`config.mk`:
```
export PLATFORM = sky130hd
export DESIGN_NAME = crt_regs
export DESIGN_NICKNAME = d
export VERILOG_FILES = /design/src/hw/crt_pkg.sv /design/src/hw/crt_regs.sv /design/src/hw/crt_sat_add.sv
export VERILOG_INCLUDE_DIRS = /design/src /design/src/hw
export SDC_FILE = /design/constraint.sdc
export NUM_CORES = 1
export LEC_CHECK = 0
export ABC_CLOCK_PERIOD_IN_PS = 2550
export BUFFER_PORTS_ARGS = -buffer_cell sky130_fd_sc_hd__buf_2
export CAP_MARGIN = 10
export CORE_UTILIZATION = 50
export CTS_CLUSTER_DIAMETER = 40
export DETAILED_ROUTE_END_ITERATION = 8
export GPL_TIMING_DRIVEN = 0
export PLACE_DENSITY = 0.82
export RECOVER_POWER = 50
export SLEW_MARGIN = 10
export SYNTH_ARGS = -nofsm -noshare
export SYNTH_HDL_FRONTEND = slang
export SYNTH_SLANG_ARGS = --single-unit
```
`constraint.sdc`:
```
create_clock -name clk -period 2.55 [get_ports clk]
set_input_delay 0.1275 -clock clk [delete_from_list [all_inputs] [get_ports clk]]
set_output_delay 0.1275 -clock clk [all_outputs]
set_load 0.02 [all_outputs]
```
`src/hw/crt_consts.svh`:
```
`ifndef CRT_CONSTS_SVH
`define CRT_CONSTS_SVH
// ----------------------------------------------------------------
// Register offsets (byte addresses on the 16-bit port)
// ----------------------------------------------------------------
`define CRT_OFS_DMA_ADDR_HI   11'h020
`define CRT_OFS_DMA_ADDR_LO   11'h022
`define CRT_OFS_IMG_ADDR_HI   11'h042
`define CRT_OFS_IMG_ADDR_LO   11'h044
`define CRT_OFS_DMA_CNT_HI    11'h050
`define CRT_OFS_DMA_CNT_LO    11'h052
`define CRT_OFS_UCLIP_LX      11'h088
`define CRT_OFS_UCLIP_TY      11'h08A
`define CRT_OFS_UCLIP_RX      11'h08C
`define CRT_OFS_UCLIP_BY      11'h08E
`define CRT_OFS_SCLIP_RX      11'h090
`define CRT_OFS_SCLIP_BY      11'h092
`define CRT_OFS_RTN_HI        11'h094
`define CRT_OFS_RTN_LO        11'h096
`define CRT_OFS_COLOR_OFS     11'h09A
`define CRT_OFS_XFER_CTRL     11'h0A0
`define CRT_OFS_XFER_STAT     11'h0A2
// ----------------------------------------------------------------
// Field positions and widths
// ----------------------------------------------------------------
`define CRT_CLIP_W            14
`define CRT_ADDR_HI_W         7
`define CRT_CNT_HI_W          3
`define CRT_CTRL_DMA_LSB      0
`define CRT_CTRL_CONV_LSB     2
`define CRT_CTRL_COLOR_OFFSET_ENABLE_BIT     5
`define CRT_CTRL_BPP16_BIT    6
`define CRT_STAT_BUSY_BIT     0
// ----------------------------------------------------------------
// Reset values
// ----------------------------------------------------------------
`define CRT_RST_ZERO16        16'h0000
`endif

```
`src/hw/crt_pkg.sv`:
```
package crt_pkg;
  typedef enum logic [1:0] {
    CRT_DMA_OFF   = 2'h0,
    CRT_DMA_RUN   = 2'h1,
    CRT_DMA_RSVD  = 2'h2,
    CRT_DMA_IMAGE = 2'h3
  } crt_dma_mode_t;
  typedef enum logic [1:0] {
    CRT_IDLE,
    CRT_DMA,
    CRT_CONV
  } crt_state_t;
endpackage

```
`src/hw/crt_regs.sv`:
```
// Implementation choice: the strobed register port.
`include "crt_consts.svh"
// Behaviour
// RL1: user clip reads zero outside fields
// RL2: user clip fields survive reset
// RL3: system clip reads zero outside fields
// RL4: system clip fields survive reset
// RL5: return address split A22-16 / A15-1
// RL6: software writes zero to unused return bits
// RL7: return address survives reset
// RL8: 16bpp offset enabled adds with saturation
// RL9: 8bpp keeps offset enable cleared
// RL10: colour offset holds three signed parts
// RL11: DMA destination word address high/low
// RL12: software leaves DMA address during transfer
// RL13: device clears DMA mode at end
// RL14: mode 11 uses image address, entry data
// RL15: DMA address registers kept, address internal
// RL16: reset zeroes DMA address
// RL17: word count three plus sixteen bits
// RL18: software leaves word count during transfer
// RL19: word count kept, remaining counted internally
// RL20: conversion modes use image address
// RL21: software leaves image address during conversion
// RL22: image address not advanced, reset zero
// RL23: software breaks before reading rendering state
module crt_regs
  import crt_pkg::*;
#(
  parameter int CNT_W = 19
) (
  input  wire logic        clk,
  input  wire logic        arst_n,
  input  wire logic [10:0] addr,
  input  wire logic [15:0] wdata,
  input  wire logic        wr,
  input  wire logic        rd,
  output logic      [15:0] rdata,
  input  wire logic        clip_load,
  input  wire logic [13:0] clip_lx,
  input  wire logic [13:0] clip_ty,
  input  wire logic [13:0] clip_rx,
  input  wire logic [13:0] clip_by,
  input  wire logic [13:0] sclip_rx,
  input  wire logic [13:0] sclip_by,
  input  wire logic        rtn_load,
  input  wire logic [21:0] rtn_addr,
  input  wire logic        img_wr,
  input  wire logic [15:0] img_data,
  input  wire logic        conv_done,
  input  wire logic        mem_ready,
  input  wire logic [15:0] src_pixel,
  output logic      [15:0] pixel_out,
  output logic             mem_wr,
  output logic      [21:0] mem_addr,
  output logic      [15:0] mem_data,
  output logic             dma_req
);
  if (CNT_W != 19) begin : g_cnt_w_chk
    $error("CNT_W must be 19");
  end

  // ----------------------------------------------------------------
  // Rendering state (no reset)
  // ----------------------------------------------------------------
  logic [13:0] uc_lx_ff, uc_ty_ff, uc_rx_ff, uc_by_ff, sc_rx_ff, sc_by_ff;
  logic [6:0]  rtn_hi_ff;
  logic [14:0] rtn_lo_ff;
  logic [15:0] color_ff;
  logic [13:0] nxt_uc_lx, nxt_uc_ty, nxt_uc_rx, nxt_uc_by;
  logic [13:0] nxt_sc_rx, nxt_sc_by;
  logic [6:0]  nxt_rtn_hi;
  logic [14:0] nxt_rtn_lo;
  logic [15:0] nxt_color;
  logic        wr_rtn_hi, wr_color;

  assign wr_rtn_hi = wr && addr == `CRT_OFS_RTN_HI;
  assign wr_color  = wr && addr == `CRT_OFS_COLOR_OFS;

  always_comb begin
    nxt_uc_lx = clip_load ? clip_lx : uc_lx_ff;
    nxt_uc_ty = clip_load ? clip_ty : uc_ty_ff;
    nxt_uc_rx = clip_load ? clip_rx : uc_rx_ff;
    nxt_uc_by = clip_load ? clip_by : uc_by_ff;
    nxt_sc_rx = clip_load ? sclip_rx : sc_rx_ff;
    nxt_sc_by = clip_load ? sclip_by : sc_by_ff;
    nxt_rtn_hi = rtn_hi_ff;
    nxt_rtn_lo = rtn_lo_ff;
    if (rtn_load) begin
      nxt_rtn_hi = rtn_addr[21:15];                                 // RL5
      nxt_rtn_lo = rtn_addr[14:0];
    end else if (wr_rtn_hi) begin
      nxt_rtn_hi = wdata[6:0];
    end
    nxt_color = wr_color ? wdata : color_ff;                        // RL10
  end

  // Deliberately no reset term: values persist across reset
  always_ff @(posedge clk) begin                                    // RL2
    uc_lx_ff  <= nxt_uc_lx;
    uc_ty_ff  <= nxt_uc_ty;
    uc_rx_ff  <= nxt_uc_rx;
    uc_by_ff  <= nxt_uc_by;
    sc_rx_ff  <= nxt_sc_rx;                                         // RL4
    sc_by_ff  <= nxt_sc_by;
    rtn_hi_ff <= nxt_rtn_hi;                                        // RL7
    rtn_lo_ff <= nxt_rtn_lo;
    color_ff  <= nxt_color;
  end

  // ----------------------------------------------------------------
  // Transfer control registers (reset to zero)
  // ----------------------------------------------------------------
  logic [6:0]  dma_hi_ff, img_hi_ff, nxt_dma_hi, nxt_img_hi;
  logic [14:0] dma_lo_ff, img_lo_ff, nxt_dma_lo, nxt_img_lo;
  logic [2:0]  cnt_hi_ff, nxt_cnt_hi;
  logic [15:0] cnt_lo_ff, nxt_cnt_lo;
  logic [6:0]  ctrl_ff, nxt_ctrl;
  logic        dma_end;

  always_comb begin
    nxt_dma_hi = dma_hi_ff;
    nxt_dma_lo = dma_lo_ff;
    nxt_img_hi = img_hi_ff;
    nxt_img_lo = img_lo_ff;
    nxt_cnt_hi = cnt_hi_ff;
    nxt_cnt_lo = cnt_lo_ff;
    nxt_ctrl   = ctrl_ff;
    if (wr) begin
      unique case (addr)
        `CRT_OFS_DMA_ADDR_HI: nxt_dma_hi = wdata[6:0];              // RL11
        `CRT_OFS_DMA_ADDR_LO: nxt_dma_lo = wdata[15:1];
        `CRT_OFS_IMG_ADDR_HI: nxt_img_hi = wdata[6:0];
        `CRT_OFS_IMG_ADDR_LO: nxt_img_lo = wdata[15:1];
        `CRT_OFS_DMA_CNT_HI:  nxt_cnt_hi = wdata[2:0];              // RL17
        `CRT_OFS_DMA_CNT_LO:  nxt_cnt_lo = wdata;
        `CRT_OFS_XFER_CTRL:   nxt_ctrl   = wdata[6:0];
        default: ;
      endcase
    end
    // Hardware completion wins over a simultaneous software write
    if (dma_end) begin
      nxt_ctrl[1:0] = 2'h0;                                         // RL13
    end
    if (conv_done) begin
      nxt_ctrl[4:2] = 3'h0;
    end
  end

  always_ff @(posedge clk or negedge arst_n) begin
    if (!arst_n) begin
      dma_hi_ff <= '0;                                              // RL16
      dma_lo_ff <= '0;
      img_hi_ff <= '0;                                              // RL22
      img_lo_ff <= '0;
      cnt_hi_ff <= '0;
      cnt_lo_ff <= '0;
      ctrl_ff   <= '0;
    end else begin
      dma_hi_ff <= nxt_dma_hi;
      dma_lo_ff <= nxt_dma_lo;
      img_hi_ff <= nxt_img_hi;
      img_lo_ff <= nxt_img_lo;
      cnt_hi_ff <= nxt_cnt_hi;
      cnt_lo_ff <= nxt_cnt_lo;
      ctrl_ff   <= nxt_ctrl;
    end
  end

  crt_dma_mode_t dma_mode;
  logic [2:0]    conv_mode;
  logic          conv_active;
  assign dma_mode    = crt_dma_mode_t'(ctrl_ff[1:0]);
  assign conv_mode   = ctrl_ff[4:2];
  assign conv_active = conv_mode == 3'h1 || conv_mode == 3'h2 ||
                       conv_mode == 3'h3 || conv_mode == 3'h7;

  // ----------------------------------------------------------------
  // Transfer engine: running address and count kept internally
  // ----------------------------------------------------------------
  crt_state_t  st_ff, nxt_st;
  logic [21:0] run_addr_ff, nxt_run_addr;
  logic [18:0] remain_ff, nxt_remain;

  always_comb begin
    nxt_st       = st_ff;
    nxt_run_addr = run_addr_ff;
    nxt_remain   = remain_ff;
    dma_end      = 1'b0;
    unique case (st_ff)
      CRT_IDLE: begin
        if (dma_mode == CRT_DMA_RUN) begin
          nxt_st       = CRT_DMA;
          nxt_run_addr = {dma_hi_ff, dma_lo_ff};                    // RL15
          nxt_remain   = {cnt_hi_ff, cnt_lo_ff};                    // RL19
        end else if (dma_mode == CRT_DMA_IMAGE || conv_active) begin
          nxt_st       = CRT_CONV;
          nxt_run_addr = {img_hi_ff, img_lo_ff};                    // RL14 RL20
        end
      end
      CRT_DMA: begin
        if (remain_ff == 19'h0) begin
          dma_end = 1'b1;
          nxt_st  = CRT_IDLE;
        end else if (img_wr && mem_ready) begin
          nxt_run_addr = run_addr_ff + 22'h1;
          nxt_remain   = remain_ff - 19'h1;
        end
      end
      CRT_CONV: begin
        if (conv_done || (dma_mode != CRT_DMA_IMAGE && !conv_active)) begin
          dma_end = dma_mode == CRT_DMA_IMAGE;
          nxt_st  = CRT_IDLE;
        end else if (img_wr && mem_ready) begin
          nxt_run_addr = run_addr_ff + 22'h1;                       // RL22
        end
      end
      default: nxt_st = CRT_IDLE;
    endcase
  end

  logic        nxt_mem_wr;
  logic [21:0] nxt_mem_addr;
  logic [15:0] nxt_mem_data, mem_data_ff;
  logic        mem_wr_ff;
  logic [21:0] mem_addr_ff;
  always_comb begin
    nxt_mem_wr   = (st_ff != CRT_IDLE) && img_wr && mem_ready &&
                   !(st_ff == CRT_DMA && remain_ff == 19'h0);
    nxt_mem_addr = nxt_mem_wr ? run_addr_ff : mem_addr_ff;
    nxt_mem_data = nxt_mem_wr ? img_data : mem_data_ff;
  end

  always_ff @(posedge clk or negedge arst_n) begin
    if (!arst_n) begin
      st_ff       <= CRT_IDLE;
      run_addr_ff <= '0;
      remain_ff   <= '0;
      mem_wr_ff   <= 1'b0;
      mem_addr_ff <= '0;
      mem_data_ff <= '0;
    end else begin
      st_ff       <= nxt_st;
      run_addr_ff <= nxt_run_addr;
      remain_ff   <= nxt_remain;
      mem_wr_ff   <= nxt_mem_wr;
      mem_addr_ff <= nxt_mem_addr;
      mem_data_ff <= nxt_mem_data;
    end
  end
  assign mem_wr   = mem_wr_ff;
  assign mem_addr = mem_addr_ff;
  assign mem_data = mem_data_ff;
  assign dma_req  = st_ff == CRT_DMA && remain_ff != 19'h0;

  // ----------------------------------------------------------------
  // Colour offset with saturation, 5:6:5 pixels
  // ----------------------------------------------------------------
  logic [4:0]  sat_r, sat_b;
  logic [5:0]  sat_g;
  logic [15:0] nxt_pixel, pixel_ff;
  crt_sat_add #(.W(5)) u_red (
    .chan (src_pixel[15:11]),
    .ofs  ({color_ff[15], color_ff[15:11]}),
    .sum  (sat_r)
  );
  crt_sat_add #(.W(6)) u_grn (
    .chan (src_pixel[10:5]),
    .ofs  ({color_ff[10], color_ff[10:5]}),
    .sum  (sat_g)
  );
  crt_sat_add #(.W(5)) u_blu (
    .chan (src_pixel[4:0]),
    .ofs  ({color_ff[4], color_ff[4:0]}),
    .sum  (sat_b)
  );
  always_comb begin
    if (ctrl_ff[`CRT_CTRL_COLOR_OFFSET_ENABLE_BIT] && ctrl_ff[`CRT_CTRL_BPP16_BIT]) begin
      nxt_pixel = {sat_r, sat_g, sat_b};                            // RL8
    end else begin
      nxt_pixel = src_pixel;                                        // RL9
    end
  end
  always_ff @(posedge clk or negedge arst_n) begin
    if (!arst_n) begin
      pixel_ff <= '0;
    end else begin
      pixel_ff <= nxt_pixel;
    end
  end
  assign pixel_out = pixel_ff;

  // ----------------------------------------------------------------
  // Read port: data in the cycle after the strobe
  // ----------------------------------------------------------------
  logic [15:0] rmux, rdata_ff;
  always_comb begin
    rmux = `CRT_RST_ZERO16;
    unique case (addr)
      `CRT_OFS_UCLIP_LX:    rmux = {2'h0, uc_lx_ff};                // RL1
      `CRT_OFS_UCLIP_TY:    rmux = {2'h0, uc_ty_ff};
      `CRT_OFS_UCLIP_RX:    rmux = {2'h0, uc_rx_ff};
      `CRT_OFS_UCLIP_BY:    rmux = {2'h0, uc_by_ff};
      `CRT_OFS_SCLIP_RX:    rmux = {2'h0, sc_rx_ff};                // RL3
      `CRT_OFS_SCLIP_BY:    rmux = {2'h0, sc_by_ff};
      `CRT_OFS_RTN_HI:      rmux = {9'h000, rtn_hi_ff};             // RL6
      `CRT_OFS_RTN_LO:      rmux = {rtn_lo_ff, 1'h0};
      `CRT_OFS_COLOR_OFS:   rmux = color_ff;
      `CRT_OFS_DMA_ADDR_HI: rmux = {9'h000, dma_hi_ff};
      `CRT_OFS_DMA_ADDR_LO: rmux = {dma_lo_ff, 1'h0};
      `CRT_OFS_IMG_ADDR_HI: rmux = {9'h000, img_hi_ff};
      `CRT_OFS_IMG_ADDR_LO: rmux = {img_lo_ff, 1'h0};
      `CRT_OFS_DMA_CNT_HI:  rmux = {13'h0000, cnt_hi_ff};
      `CRT_OFS_DMA_CNT_LO:  rmux = cnt_lo_ff;
      `CRT_OFS_XFER_CTRL:   rmux = {9'h000, ctrl_ff};
      `CRT_OFS_XFER_STAT:   rmux = {15'h0000, st_ff != CRT_IDLE};
      default:              rmux = `CRT_RST_ZERO16;
    endcase
  end
  always_ff @(posedge clk or negedge arst_n) begin
    if (!arst_n) begin
      rdata_ff <= '0;
    end else begin
      rdata_ff <= rd ? rmux : `CRT_RST_ZERO16;
    end
  end
  assign rdata = rdata_ff;
endmodule

```
`src/hw/crt_sat_add.sv`:
```
// Signed offset added to an unsigned channel, clamped to 0..max
module crt_sat_add #(
  parameter int W = 5
) (
  input  wire logic [W-1:0] chan,
  input  wire logic [W:0]   ofs,
  output logic      [W-1:0] sum
);
  logic signed [W+1:0] wide;
  always_comb begin
    wide = $signed({2'h0, chan}) + $signed({ofs[W], ofs});
    if (wide < 0) begin
      sum = '0;
    end else if (wide[W]) begin
      sum = '1;
    end else begin
      sum = wide[W-1:0];
    end
  end
endmodule

```
==> impl_metrics.yaml <==
drt:
  ant_nets: 0
  wl_per_cell_um: 24.1
  first_iter_violations: 1570
  drc: 0
  vias: 12700
  dr.pass1.iters: 6
  viasPerCell: 6.23
  drt-total-wl_um: 49000
sta:
  fin_ws_ns: 0.0495
  slew_viol_final: 113
  fin_worst_skew_ns: 0.0276
  period_minus_slack_ns: 2.50
  slew_headroom: -0.348
  rsz0062_at_grt: "true"
  worst_slew_pin_slew_ns: 2.02
  fmax_ghz: 0.400
  hold_viol: 0
  finalSetupViolations: 0
  min_period_over_period: 0.981
  fin_tns_setup_ns: 0
die:
  die_h_um: 171
  core_region_area_mm2: 0.0280
  start_util: 0.512
  fp.dieW_um: 171
  pin_count: 246
  dieArea_mm2: 0.0293
  rows: 61
clock_network:
  cts_tree: "done"
  cts.sinks: 306
  numCtsBuffers: 42
  ctsHtreeMaxLevel: 2
  clock_path_buffers: 3
  cts.clk_slew.worst_paths_ns: 0.06
  clockRootBuffer: "clkbuf_16"
  clkLatencyLatePin_ns: 0.55
power:
  p_int_mw: 10.7
  power.share.clock: 0.407
  p_sw_mw: 4.48
  p_comb_frac: 0.178
  ir_worst_vdd_uv: 545
  leakage_nw: 8.17
  power-per-cell-area_mw_per_mm2: 793
  p_seq_frac: 0.416
  p_sw_frac: 0.296
final_layout:
  final_cell_mix: "188 x buf_2, 184 x dfrtp_1, 157 x dlygate4sd3_1"
  layout_commonest_cell: "buf_2"
  area_growth_pct: 33.5
  nFillCells: 1957
  diodes: 0
  layout-drive-gt1-share: 0.263
  fin_util: 0.683
  nets: 1825
  finalInstanceArea_mm2: 0.0191
grt:
  antenna_found_initial: 0
  grt_pass1_vias: 12800
  grt_overflow: 0
  grt_pass1_wl_um: 73500
  grt_max_degree: 107
  grt_use_total: 0.338
min_path:
  hold_depth: 4
  min_from: "addr[10]"
  hold_class: "input port to register"
synth:
  synthArstFlopShare: 0.601
  synthesis.nets: 1379
  postSynthAreaPerCell_um2: 12.2
  synth_ff_type: "dfrtp_1"
  netlist_area_mm2: 0.0143
  netlist.area_leader.share: 0.321
  synth_area_leaders: "dfrtp_1 32%, edfxtp_1 26%, mux2_2 8.6%, a22oi_1 3.5%, nand2_1 2.7%"
  synth_enable_flop_cells: 122
  yosysWarnings: 0
  ys_ff_latch: 306
  yosysTopAreaCell: "dfrtp_1"
  synth_cell_types: 80
  yosysSeqAreaShare: 0.577
  syn_inst: 1177
placement:
  pre_cts_ws_ns: -1.17
  place.gp.congestion: 0.921
  hpwl_um: 30700
  portBuffers: 242
  place_area_mm2: 0.0161
critical_path:
  reg2reg_from: "st_ff[1]$_DFFE_PN0P_"
  slowest_delay_ns: 0.53
  critical_path_required_ns: 2.72
  critPathArrivalTime_ns: 2.67
  cp_common_cell: "buf_2"
  crit_fanout: 16
  slowest_stage: "nor3_4"
  crit_chain: "buf_2 -> nor4_4 -> nand2_1 -> nor3_4 -> buf_2 -> and2_2"
  r2r_cells: 9
  r2r_setup_slack_ns: 0.06
  start_kind: "input port"
  startpoint: "addr[0]"
  critPathCaptureType: "register"
  critPathKind: "input port to register"
run_status:
  violations: "capacitance limit, slew limit"
  status: "finished, violations left"
job:
  max_cap_viol_count: 2
power by group through the flow:
| stage | Clock, mW | Sequential [mW] | Combinational, mW |
|---|---|---|---|
| detailed placement | 0 | 6.33 | 2.38 |
| global placement | 0 | 6.30 | 2.32 |
| floorplan | 0 | 6.48 | 1.26 |
| global route | 6.40 | 6.38 | 2.93 |
| finish | 6.16 | 6.30 | 2.70 |
| CTS | 6.12 | 6.26 | 2.60 |
final timing paths:
path | endpoint
max in group asynchronous | remain_ff[4]$_DFFE_PN0P_
min reg2reg | mem_addr[11]$_DFFE_PN0P_
max reg2reg | mem_data[7]$_DFFE_PN0P_
min | rdata[5]$_DFF_PN0_
min in group asynchronous | pixel_out[2]$_DFF_PN0_
max | color_ff[6]$_DFFE_PP_
per-stage QoR:
stage	power (mW)	std cells	hold slack, ns
2_1_floorplan	7.74	1177	-0.168
3_3_place_gp	8.62	1797	0.304
3_5_place_dp	8.71	1799	0.160
4_1_cts	15.0	2034	0.0203
5_1_grt	15.7	2035	0.0766
6_report	15.2	2035	0.0467
synthesized netlist by cell type (25+ instances only):
cell type	number
a21oi_1	72
clkbuf_1	28
o21ai_0	39
a22oi_1	67
dfrtp_1	184
inv_1	31
edfxtp_1	122
mux2_2	109
nand3_1	38
nor2_1	44
nand2_1	104
ha_1	25
sequential cells by signal, summed over array words and instances, names as in the netlist, 7 cells and up:
name,count
rdata,16
uc_lx_ff,14
rtn_lo_ff,15
uc_by_ff,14
remain_ff,19
cnt_lo_ff,16
sc_rx_ff,14
rtn_hi_ff,7
ctrl_ff,7
dma_lo_ff,15
uc_ty_ff,14
dma_hi_ff,7
uc_rx_ff,14
img_lo_ff,15
mem_data,16
pixel_out,16
sc_by_ff,14
color_ff,16
img_hi_ff,7
mem_addr,22
run_addr_ff,22
critical path: cells and delay by family:
family / cells / cell delay (ns)
and+or+nand+nor: 4 / 2.03
buffers and inverters: 2 / 0.49
layout make-up:
cell class,count,area (um^2),area share
Clock buffer,53,1140,0.0598
Timing Repair Buffer,403,2730,0.143
Clock inverter,25,333,0.0174
Tap cell,378,473,0.0247
Inverter,31,116,0.00608
Sequential cell,306,8270,0.432
Buffer,67,369,0.0193
Multi-Input combinational cell,772,5690,0.298
per-layer routing:
metal	track usage	up-vias	wire, um
met3	0.0881	248	5950
li1	-	5378	-
met5	0	-	0
met1	0.411	6034	17200
met4	0.206	0	3340
met2	0.541	1017	22600
kinds of logic after synthesis:
| kind of cell | count (synthesis) | share of synthesized area |
|---|---|---|
| buffers and inverters | 99 | 0.0333 |
| adder cells (fa/ha/maj) | 28 | 0.0260 |
| flip-flops | 306 | 0.577 |
| multiplexers | 131 | 0.101 |
| AO/OA/AOI/OAI | 300 | 0.145 |
| AND/OR/NAND/NOR | 301 | 0.111 |
| XOR/XNOR | 12 | 0.00733 |
repair_timing:
item | CTS | global route
buffers inserted | 0 | 2
hold buffers | 157 | 0
pin swaps | 0 | 2
endpoints found under the hold margin | 274 | 0
resized for setup | 10 | 19
setup endpoints to repair | 63 | 75
cloned | 0 | 0
Power figures use the tool's default switching activity.
